<file path="config.mk">
export PLATFORM = sky130hd
export DESIGN_NAME = sdl_loader
export DESIGN_NICKNAME = d
export VERILOG_FILES = /design/src/sdl_pkg.sv /design/src/sdl_fifo.sv /design/src/sdl_loader.sv
export SDC_FILE = /design/constraint.sdc
export NUM_CORES = 1
export LEC_CHECK = 0
export ABC_AREA = 1
export ABC_CLOCK_PERIOD_IN_PS = 2650
export BUFFER_PORTS_ARGS = -buffer_cell sky130_fd_sc_hd__buf_2
export CORE_MARGIN = 8
export CORE_UTILIZATION = 40
export CTS_BUF_LIST = sky130_fd_sc_hd__clkbuf_2
export CTS_CLUSTER_DIAMETER = 50
export DETAILED_ROUTE_END_ITERATION = 10
export SKIP_CTS_REPAIR_TIMING = 1
export SLEW_MARGIN = 20
export SYNTH_ARGS = -nofsm -noshare
export SYNTH_HDL_FRONTEND = slang
export SYNTH_SLANG_ARGS = --single-unit
</file>
<file path="constraint.sdc">
create_clock -name i_core_clk -period 2.65 [get_ports i_core_clk]
set_clock_uncertainty 0.1 [all_clocks]
set_input_delay 0.53 -clock i_core_clk [delete_from_list [all_inputs] [get_ports i_core_clk]]
set_output_delay 0.53 -clock i_core_clk [all_outputs]
set_load 0.05 [all_outputs]
</file>
<file path="src/sdl_pkg.sv">
package sdl_pkg;
  localparam int unsigned SDL_WORD_BITS = 16;
  localparam int unsigned SDL_FIFO_DEPTH = 8;
  localparam int unsigned SDL_CORE_CLK_MHZ = 100;
  // Output hold time after a strobe load, in nanoseconds
  localparam int unsigned SDL_HOLD_NS = 5000;
  localparam int unsigned SDL_HOLD_CYCLES = (SDL_HOLD_NS * SDL_CORE_CLK_MHZ) / 1000;
  localparam logic [15:0] SDL_LATCH_RESET = 16'h8000;
  localparam logic [4:0] SDL_COUNT_RESET = 5'h00;
endpackage

</file>
<file path="src/sdl_fifo.sv">
`timescale 1ns/1ps
`default_nettype none
module sdl_fifo #(
  parameter int unsigned WIDTH = 16,
  parameter int unsigned DEPTH = 8
) (
  input wire logic i_core_clk,
  input wire logic i_rst,
  input wire logic i_in_valid,
  output logic o_in_ready,
  input wire logic [WIDTH-1:0] i_in_data,
  output logic o_out_valid,
  input wire logic i_out_ready,
  output logic [WIDTH-1:0] o_out_data
);
  localparam int unsigned AW = $clog2(DEPTH);
  typedef struct packed {
    logic [AW:0] wr;
    logic [AW:0] rd;
  } sdl_fifo_state_type;
  sdl_fifo_state_type st, next_st;
  logic [WIDTH-1:0] mem [DEPTH];
  logic full, empty, push, pop;

  // Extra pointer bit separates full from empty
  assign empty = (st.wr == st.rd);
  assign full = (st.wr[AW-1:0] == st.rd[AW-1:0]) && (st.wr[AW] != st.rd[AW]);
  assign push = i_in_valid && !full;
  assign pop = !empty && i_out_ready;
  assign o_in_ready = !full;
  assign o_out_valid = !empty;
  assign o_out_data = mem[st.rd[AW-1:0]];

  always_comb begin
    next_st = st;
    if (push) begin
      next_st.wr = st.wr + 1'b1;
    end
    if (pop) begin
      next_st.rd = st.rd + 1'b1;
    end
  end

  always_ff @(posedge i_core_clk) begin
    if (i_rst) begin
      st <= '0;
    end else begin
      st <= next_st;
    end
    if (push) begin
      mem[st.wr[AW-1:0]] <= i_in_data;
    end
  end
endmodule
`default_nettype wire

</file>
<file path="src/sdl_loader.sv">
`timescale 1ns/1ps
`default_nettype none
module sdl_loader
  import sdl_pkg::*;
#(
  parameter int unsigned WORD_BITS = SDL_WORD_BITS,
  parameter int unsigned FIFO_DEPTH = SDL_FIFO_DEPTH,
  parameter int unsigned HOLD_CYCLES = SDL_HOLD_CYCLES
) (
  input wire logic i_core_clk,
  input wire logic i_rst,
  input wire logic i_serial_clk,
  input wire logic i_serial_data,
  input wire logic i_host_transmit_frame_n,
  input wire logic i_latch_load_strobe_n,
  output logic [15:0] o_latch,
  output logic o_output_hold,
  output logic o_update,
  output logic o_word_valid,
  output logic [15:0] o_word,
  input wire logic i_word_ready
);
  // Frame progress: waiting for frame low, taking bits, word complete until frame high
  typedef enum logic [2:0] {
    S_IDLE = 3'b001,
    S_SHIFT = 3'b010,
    S_DONE = 3'b100
  } sdl_fsm_type;

  // All registered state in one struct: pin synchroniser pairs and edge history
  // first, then the frame engine, the latch path and the word stream
  typedef struct packed {
    logic [1:0] sclk_sy;
    logic [1:0] sdat_sy;
    logic [1:0] frm_sy;
    logic [1:0] ld_sy;
    logic sclk_d;
    logic ld_d;
    sdl_fsm_type fsm;
    logic auto_mode;
    logic [4:0] count;
    logic [15:0] shift;
    logic [15:0] input_reg;
    logic pending;
    logic [15:0] latch;
    logic [12:0] hold_cnt;
    logic hold;
    logic update;
    logic push;
    logic [15:0] push_data;
    logic out_valid;
    logic [15:0] out_word;
  } sdl_state_type;

  sdl_state_type st, next_st;
  logic fifo_in_ready, fifo_out_valid;
  logic [15:0] fifo_out_data;
  logic fall, ld_fall, frm_n, ld_n, sdat;
  logic [15:0] shifted;
  logic word_done;

  // Count value at which the final bit of a word is taken
  localparam logic [4:0] LAST_BIT = 5'(WORD_BITS - 1);

  //////////////////////////////////////////////////////////////////////////////
  // Decoded edges, read only from second synchroniser stage
  // The serial clock is sampled, never used as a clock: each serial phase must
  // span at least three core cycles or an edge slips through unseen
  assign frm_n = st.frm_sy[1];
  assign ld_n = st.ld_sy[1];
  assign sdat = st.sdat_sy[1];
  assign fall = st.sclk_d && !st.sclk_sy[1];
  assign ld_fall = st.ld_d && !ld_n;
  assign shifted = {st.shift[14:0], sdat}; // MSB first

  // Sixteenth accepted fall of a frame closes the word
  assign word_done = (st.fsm == S_SHIFT) && !frm_n && fall
    && (st.count == LAST_BIT);

  //////////////////////////////////////////////////////////////////////////////
  // Next state
  always_comb begin
    next_st = st;
    // Two-stage synchronisers on every pin from the host
    next_st.sclk_sy = {st.sclk_sy[0], i_serial_clk};
    next_st.sdat_sy = {st.sdat_sy[0], i_serial_data};
    next_st.frm_sy = {st.frm_sy[0], i_host_transmit_frame_n};
    next_st.ld_sy = {st.ld_sy[0], i_latch_load_strobe_n};
    next_st.sclk_d = st.sclk_sy[1];
    next_st.ld_d = ld_n;
    // One-cycle strobes fall back low unless set below
    next_st.update = 1'b0;
    next_st.push = 1'b0;
    case (st.fsm)
      S_IDLE: begin
        // Frame high: edges ignored
        // Mode chosen once per frame; later strobe moves wait for the next frame
        if (!frm_n) begin
          next_st.auto_mode = !ld_n;
          next_st.count = SDL_COUNT_RESET;
          next_st.fsm = S_SHIFT;
        end
      end
      S_SHIFT: begin
        if (frm_n) begin
          // Short frame: word dropped, latch kept
          // so a cut frame never disturbs the converter output
          next_st.fsm = S_IDLE;
        end else if (fall) begin
          next_st.shift = shifted;
          next_st.count = st.count + 5'h01;
          if (st.count == LAST_BIT) begin
            next_st.fsm = S_DONE; // Further edges blocked
            next_st.input_reg = shifted;
            next_st.push = 1'b1;
            next_st.push_data = shifted;
            if (st.auto_mode) begin
              next_st.latch = shifted;
              next_st.update = 1'b1;
            end else begin
              next_st.pending = 1'b1;
            end
          end
        end
      end
      S_DONE: begin
        // Falls past the sixteenth arrive here and shift nothing
        if (frm_n) begin
          next_st.fsm = S_IDLE;
        end
      end
      default: begin
        next_st.fsm = S_IDLE;
      end
    endcase
    // Strobe falling edge loads latch when a deferred word waits
    if (ld_fall && st.pending && !next_st.update) begin
      next_st.latch = st.input_reg;
      // A word closing in this same cycle stays pending: the set wins
      next_st.pending = word_done && !st.auto_mode;
      next_st.update = 1'b1;
      next_st.hold = 1'b1;
      next_st.hold_cnt = 13'(HOLD_CYCLES);
    end else if (st.hold) begin
      // Track-and-hold window; no deglitch in automatic mode
      // A second strobe load inside the window reloads the count and
      // stretches it; the host is expected to space its strobes
      if (st.hold_cnt <= 13'h0001) begin
        next_st.hold = 1'b0;
        next_st.hold_cnt = '0;
      end else begin
        next_st.hold_cnt = st.hold_cnt - 13'h0001;
      end
    end
    // Output register of the word stream
    // A word waits here until the consumer takes it
    if (!st.out_valid || i_word_ready) begin
      next_st.out_valid = fifo_out_valid;
      next_st.out_word = fifo_out_data;
    end
  end

  //////////////////////////////////////////////////////////////////////////////
  // State register; latch resets to midscale code
  // Clock, frame and strobe histories reset to the idle-high level so no false clock edge follows reset
  always_ff @(posedge i_core_clk) begin
    if (i_rst) begin
      st <= '0;
      st.sclk_sy <= 2'h3;
      st.frm_sy <= 2'h3;
      st.ld_sy <= 2'h3;
      st.sclk_d <= 1'b1;
      st.ld_d <= 1'b1;
      st.fsm <= S_IDLE;
      st.latch <= SDL_LATCH_RESET;
    end else begin
      st <= next_st;
    end
  end

  //////////////////////////////////////////////////////////////////////////////
  // Word stream buffer; a full FIFO drops a word, latch path never stalls
  // Dropping beats back-pressure here: the serial link has no way to stall the host
  sdl_fifo #(
    .WIDTH(16),
    .DEPTH(FIFO_DEPTH)
  ) u_fifo (
    .i_core_clk(i_core_clk),
    .i_rst(i_rst),
    .i_in_valid(st.push && fifo_in_ready),
    .o_in_ready(fifo_in_ready),
    .i_in_data(st.push_data),
    .o_out_valid(fifo_out_valid),
    .i_out_ready(!st.out_valid || i_word_ready),
    .o_out_data(fifo_out_data)
  );

  //////////////////////////////////////////////////////////////////////////////
  // Outputs straight from state flip-flops
  assign o_latch = st.latch;
  assign o_output_hold = st.hold;
  assign o_update = st.update;
  assign o_word_valid = st.out_valid;
  assign o_word = st.out_word;
endmodule
`default_nettype wire

</file>
==> Word level (Yosys, flattened, before mapping) <==
Memories as Yosys holds them, arrays and structs flattened. A register that Yosys moved wholly into a read port is not among the register bits.
Cells that the tools add are included.
{ "op_classes": {"addsub": 4, "multipliers": 0, "div_mod_pow": 0, "magnitude_cmp": 1, "n_eq_ne": 15, "shifts": 0, "muxes": 26, "bitwise_logic": 3, "reduce_logical": 36} }
{ "ops": {"columns": ["cell", "count"], "rows": [
  ["$mux W54", 2],
  ["$mux W18", 4],
  ["$mux W17", 2],
  ["$mux W33", 1],
  ["$mux W10", 2],
  ["$mux W16", 1],
  ["$le A13 B1 Y1 const B", 1],
  ["$mux W13", 1],
  ["$sub A13 B1 Y13 const B", 1],
  ["$logic_and A1 B1 Y1", 12],
  ["$mux W3", 4],
  ["$reduce_and A4 Y1", 3],
  ["$reduce_bool A2 Y1", 6],
  ["$pmux W5 S2", 1],
  ["$reduce_and A5 Y1", 2],
  ["$mux W9", 1],
  ["$pmux W3 S3", 1],
  ["$add A4 B1 Y4 const B", 2],
  ["$logic_not A1 Y1", 8],
  ["$ne A2 B2 Y1 const B", 4],
  ["$mux W1", 6],
  ["$add A5 B1 Y5 const B", 1],
  ["$eq A5 B4 Y1 const B", 1],
  ["$eq A4 B4 Y1", 1],
  ["other kinds (14)", 17]
]} }
{ "totals": {"ff_bits": 93, "latchBits": 0, "ramBits": 128, "mem_bits_ro": 0, "inputBits": 7, "output_inout_bits": 35, "wordCells": 107, "mem_count": 1} }
{ "memory_table": {"columns": ["memory", "words", "word_bits", "rd", "rd_ports_with_merged_regs", "write_ports", "line", "text"], "rows": [
  ["u_fifo.mem", 8, 16, 1, 1, 1, "sdl_fifo.sv:22", "logic [WIDTH-1:0] mem [DEPTH];"]
]} }

==> Logic depth before layout (Yosys ltp) <==
{ "depth": {"ltp_word": 9, "depth_mapped": 11, "mapped_depth_nobuf": 10} }

==> Hierarchy <==
Synthesis repeated with hierarchy kept, for this count alone.
{ "hier_totals": {"cells_unflattened": 1055, "area_unflattened_um2": 9960.8} }
{ "by_module_without_submodules": {"columns": ["mod", "n_inst", "cells_each", "area_each_um2", "seq_area_each_um2"], "rows": [
  ["sdl_fifo", 1, 497, 5664.2, 4063.9],
  ["sdl_loader", 1, 558, 4296.6, 2001.9]
]} }

==> Worst setup path after synthesis <==
OpenSTA, ideal clock, no wires.
{ "synth_path": {"kind": "register to register", "from": "register u_fifo.st[6] (netlist name)", "to": "memory u_fifo.mem[0][0] (enable)", "setup_ns": 0.388, "t_arrival_ns": 1.767, "t_required_ns": 2.162, "setup_slack_ns": 0.395, "path_stages_with_launch": 9, "path_buffers": 1, "cell_sequence": "dfxtp_1 -> buf_2 -> inv_1 -> nand2_1 -> nand2_1 -> nand4_2 -> nand2_2 -> or2_1 -> nor2_1"} }
{ "synth_via": {"elab_chain_len": 7} }
{ "synth_rtl": {"columns": ["element", "line", "text"], "rows": [
  ["start, declared", "sdl_fifo.sv:21", "sdl_fifo_state_type st, next_st;"],
  ["start signal, assigned", "sdl_fifo.sv:48", "st <= next_st;"],
  ["$eq A3 B3 Y1", "sdl_fifo.sv:27", "assign full = (st.wr[AW-1:0] == st.rd[AW-1:0]) && (st.wr[AW] != st.rd[AW]);"],
  ["$logic_and A1 B1 Y1", "sdl_fifo.sv:27", null],
  ["$logic_not A1 Y1", "sdl_fifo.sv:28, sdl_fifo.sv:30", null],
  ["$logic_and A1 B1 Y1", "sdl_loader.sv:190", ".i_in_valid(st.push && fifo_in_ready),"],
  ["$logic_and A1 B1 Y1", "sdl_fifo.sv:28", "assign push = i_in_valid && !full;"],
  ["$mux W1", "sdl_fifo.sv:50", "if (push) begin"],
  ["$mux W1 (implied by the code)", "sdl_fifo.sv:51", "mem[st.wr[AW-1:0]] <= i_in_data;"],
  ["end, declared", "sdl_fifo.sv:22", null]
]} }
Several ways; a longest one is shown, not always the timed one.

==> Worst setup path in the final report <==
{ "layout_path": {"from": "register st, in the netlist o_output_hold", "to": "output port o_output_hold"} }
{ "layout_rtl": {"columns": ["element", "line", "text"], "rows": [
  ["start, declared", "sdl_loader.sv:55", "sdl_state_type st, next_st;"],
  ["start signal, assigned", "sdl_loader.sv:177", "st <= next_st;"],
  ["end, declared", "sdl_loader.sv:17", "output logic o_output_hold,"]
]} }
No word-level cell between the ends.

==> impl_metrics.csv <==
group,metric,value,unit
synth,synthCells,1037,
clock_tree,cts_tree,"built",
layout,register_area,0.00601,mm²
route,final_antenna_net_count,0,
synth,yosysMostFrequentCell,"nand2_1",
route,viasPerCell,4.93,
synth,ys.warnings.count,0,
route,wl,22600,µm
hold_path,hold_class,"reg -> reg",
timing,setup_violations,0,
run,cap_violations,0,
setup_path,path_delay_family,"flip-flops",
global_routing,grt_pass1_wl,36700,µm
synth,synth_area,0.00996,mm²
clock_tree,root_buffer,"clkbuf_2",
floorplan,die_h,174,µm
timing,relSlewSlack,61.2,%
timing,worst_slew_pin_slew,0.582,ns
layout,nNetsFinal,1103,
placement,place_congestion,0.795,
layout,fill_cells,2385,
route,drt_first_pass_iters,5,
synth,yosysUniqueCellTypes,41,
synth,synthArstFlopShare,0,%
outcome,status,"finished clean",
timing,tns,0,ns
global_routing,grt_pass1_vias,6959,
pwr,p_leak,4.61,nW
layout,multi_input_area,0.00313,mm²
route,vias,7196,
layout,fin_area,0.0109,mm²
synth,synthesis.nets,1050,
synth,synth-seq-area-share,60.3,%
setup_path,cp_slowest_cell,"dfxtp_1",
clock_tree,cts.clk_slew.worst_paths,0.11,ns
synth,synth_top_flop_cell,"edfxtp_1",
synth,synth.avg_cell_area,9.61,µm²
floorplan,die_area,0.0302,mm²
synth,synth_area_leaders,"edfxtp_1 (39%), dfxtp_1 (22%), nand2_1 (9.3%)",
setup_path,cp-end-kind,"output pin",
hold_path,hold_path.startpoint,"next_st[114]",
timing,grt_setup_unrepaired,"false",
setup_path,start_kind,"register",
setup_path,regToRegStartpoint,"st[98]",
setup_path,path_buf_inv,1,
layout,finish.utilization,44.6,%
synth,yosys_register_bits,236,
route,drc,0,
pwr,power_density,712,mW/mm²
floorplan,start_util,40.8,%
setup_path,crit_fanout,9,
clock_tree,clkLatencyLatePin,0.82,ns
global_routing,overflow,0,
clock_tree,h-tree-depth,2,
timing,hold_violations,0,
setup_path,cp.arrival,1.68,ns
route,drtIter0Drc,494,
floorplan,rows,57,
floorplan,coreArea,0.0244,mm²
setup_path,cp_slowest_stage_delay,0.55,ns
setup_path,critPathKind,"reg -> out",
placement,io_buffers,41,
clock_tree,max-clock-path-buffers,3,
synth,synth_commonest_cells,"nand2_1 (246), nand3_1 (154), edfxtp_1 (128), dfxtp_1 (108), a21oi_1 (70)",
synth,yosysTopAreaCellShare,38.6,%
pwr,peakVddDrop,0.000324,V
synth,synth_top_cell_by_area,"edfxtp_1",
timing,slew_violations,0,
timing,post-route-period-util,87.2,%
global_routing,grt_max_degree,50,
clock_tree,numCtsBuffers,57,
floorplan,die-width,174,µm
layout,area_growth,9.08,%
route,routedWlPerCell,15.5,µm
setup_path,path_cells,"buf_2",
global_routing,antenna_found_initial,1,
placement,post-dp-hpwl,14300,µm
timing,fmax,433,MHz
placement,place_area,0.0103,mm²
synth,synth_edf_count,128,
setup_path,cp.required,2.02,ns
setup_path,r2r_setup_slack,0.52,ns
global_routing,grtUsageTotal,14.9,%
layout,drive_above_1_share,17.8,%
pwr,power,7.73,mW
clock_tree,clock-sinks,236,
setup_path,critPathLaunch,"o_output_hold",
floorplan,boundaryPins,42,
timing,min_period,2.31,ns
registers in the layout, summed over array words and instances, names as in the netlist:
register and flops:
sdat 1, o_update 1, u_fifo.st 8, ld_n 1, o_latch 16, o_word 16
shifted 15, next_st 5, st 42, o_output_hold 1, o_word_valid 1, frm_n 1
u_fifo.mem 128
layer usage:
metal / up-vias / track usage (%) / wire [µm]
li1: 3608 / - / -
met1: 3365 / 19.9 / 10800
met2: 180 / 23.3 / 10200
met3: 43 / 3.03 / 1140
met4: 0 / 5.59 / 493
met5: - / 0 / 0
metrics by stage:
stage / cells / worst slack (ns) / hold WS (ns)
2_1_floorplan: 1037 / 0.395 / 0.288
3_3_place_gp: 1346 / 0.569 / 0.298
3_5_place_dp: 1346 / 0.540 / 0.299
4_1_cts: 1449 / 0.256 / -0.272
5_1_grt: 1460 / 0.248 / 0.347
6_report: 1460 / 0.340 / 0.314
path summary, 6_finish.rpt:
path / end / depth (start not counted)
max: o_output_hold / 1
min reg2reg: sdat / 2
max reg2reg: o_latch[5] / 9
min: sdat / 2
cells in the final DEF, fill, tap and decap left out, types with 7 or more instances in the layout:
master         netlist  layout
nand2_1            246     246
nand3_1            154     154
edfxtp_1           128     128
dfxtp_1            108     107
clkbuf_2             1      93
a21oi_1             70      70
inv_1               65      65
nor2_1              45      45
o21ai_0             42      42
buf_2               15      41
buf_4               41      33
o211ai_1            16      16
nand3b_1            15      15
xor2_1               9       9
dlygate4sd3_1        0       9
clkinv_1             0       7
cell type report:
class                           count  area share [%]
Antenna cell                        2          0.0461
Clock buffer                       93            4.28
Clock inverter                     10           0.380
Inverter                           71            2.52
Multi-Input combinational cell    641            28.8
Sequential cell                   236            55.3
Tap cell                          324            3.73
Timing Repair Buffer               83            5.00
kinds of logic (layout without fill, tap and decap cells):
| kind of cell | after synthesis | in the layout | synth area share [%] |
|---|---|---|---|
| buffers and inverters | 160 | 257 | 8.34 |
| xor gates and xnor gates | 11 | 11 | 0.967 |
| DFF | 236 | 236 | 60.3 |
| other | 0 | 2 | 0 |
| adders and majority gates | 6 | 6 | 0.753 |
| AOI/OAI and AO/OA | 135 | 135 | 7.36 |
| and+or+nand+nor | 489 | 489 | 22.3 |
where the power goes:
group          leakage (nW)  total (mW)  internal (mW)  switching (mW)
registers              2.08        3.98           3.92          0.0589
logic                  2.13        1.44          0.368            1.07
clock network         0.406        2.32          0.914            1.41
Note: power is estimated with default switching activity, not from simulation.
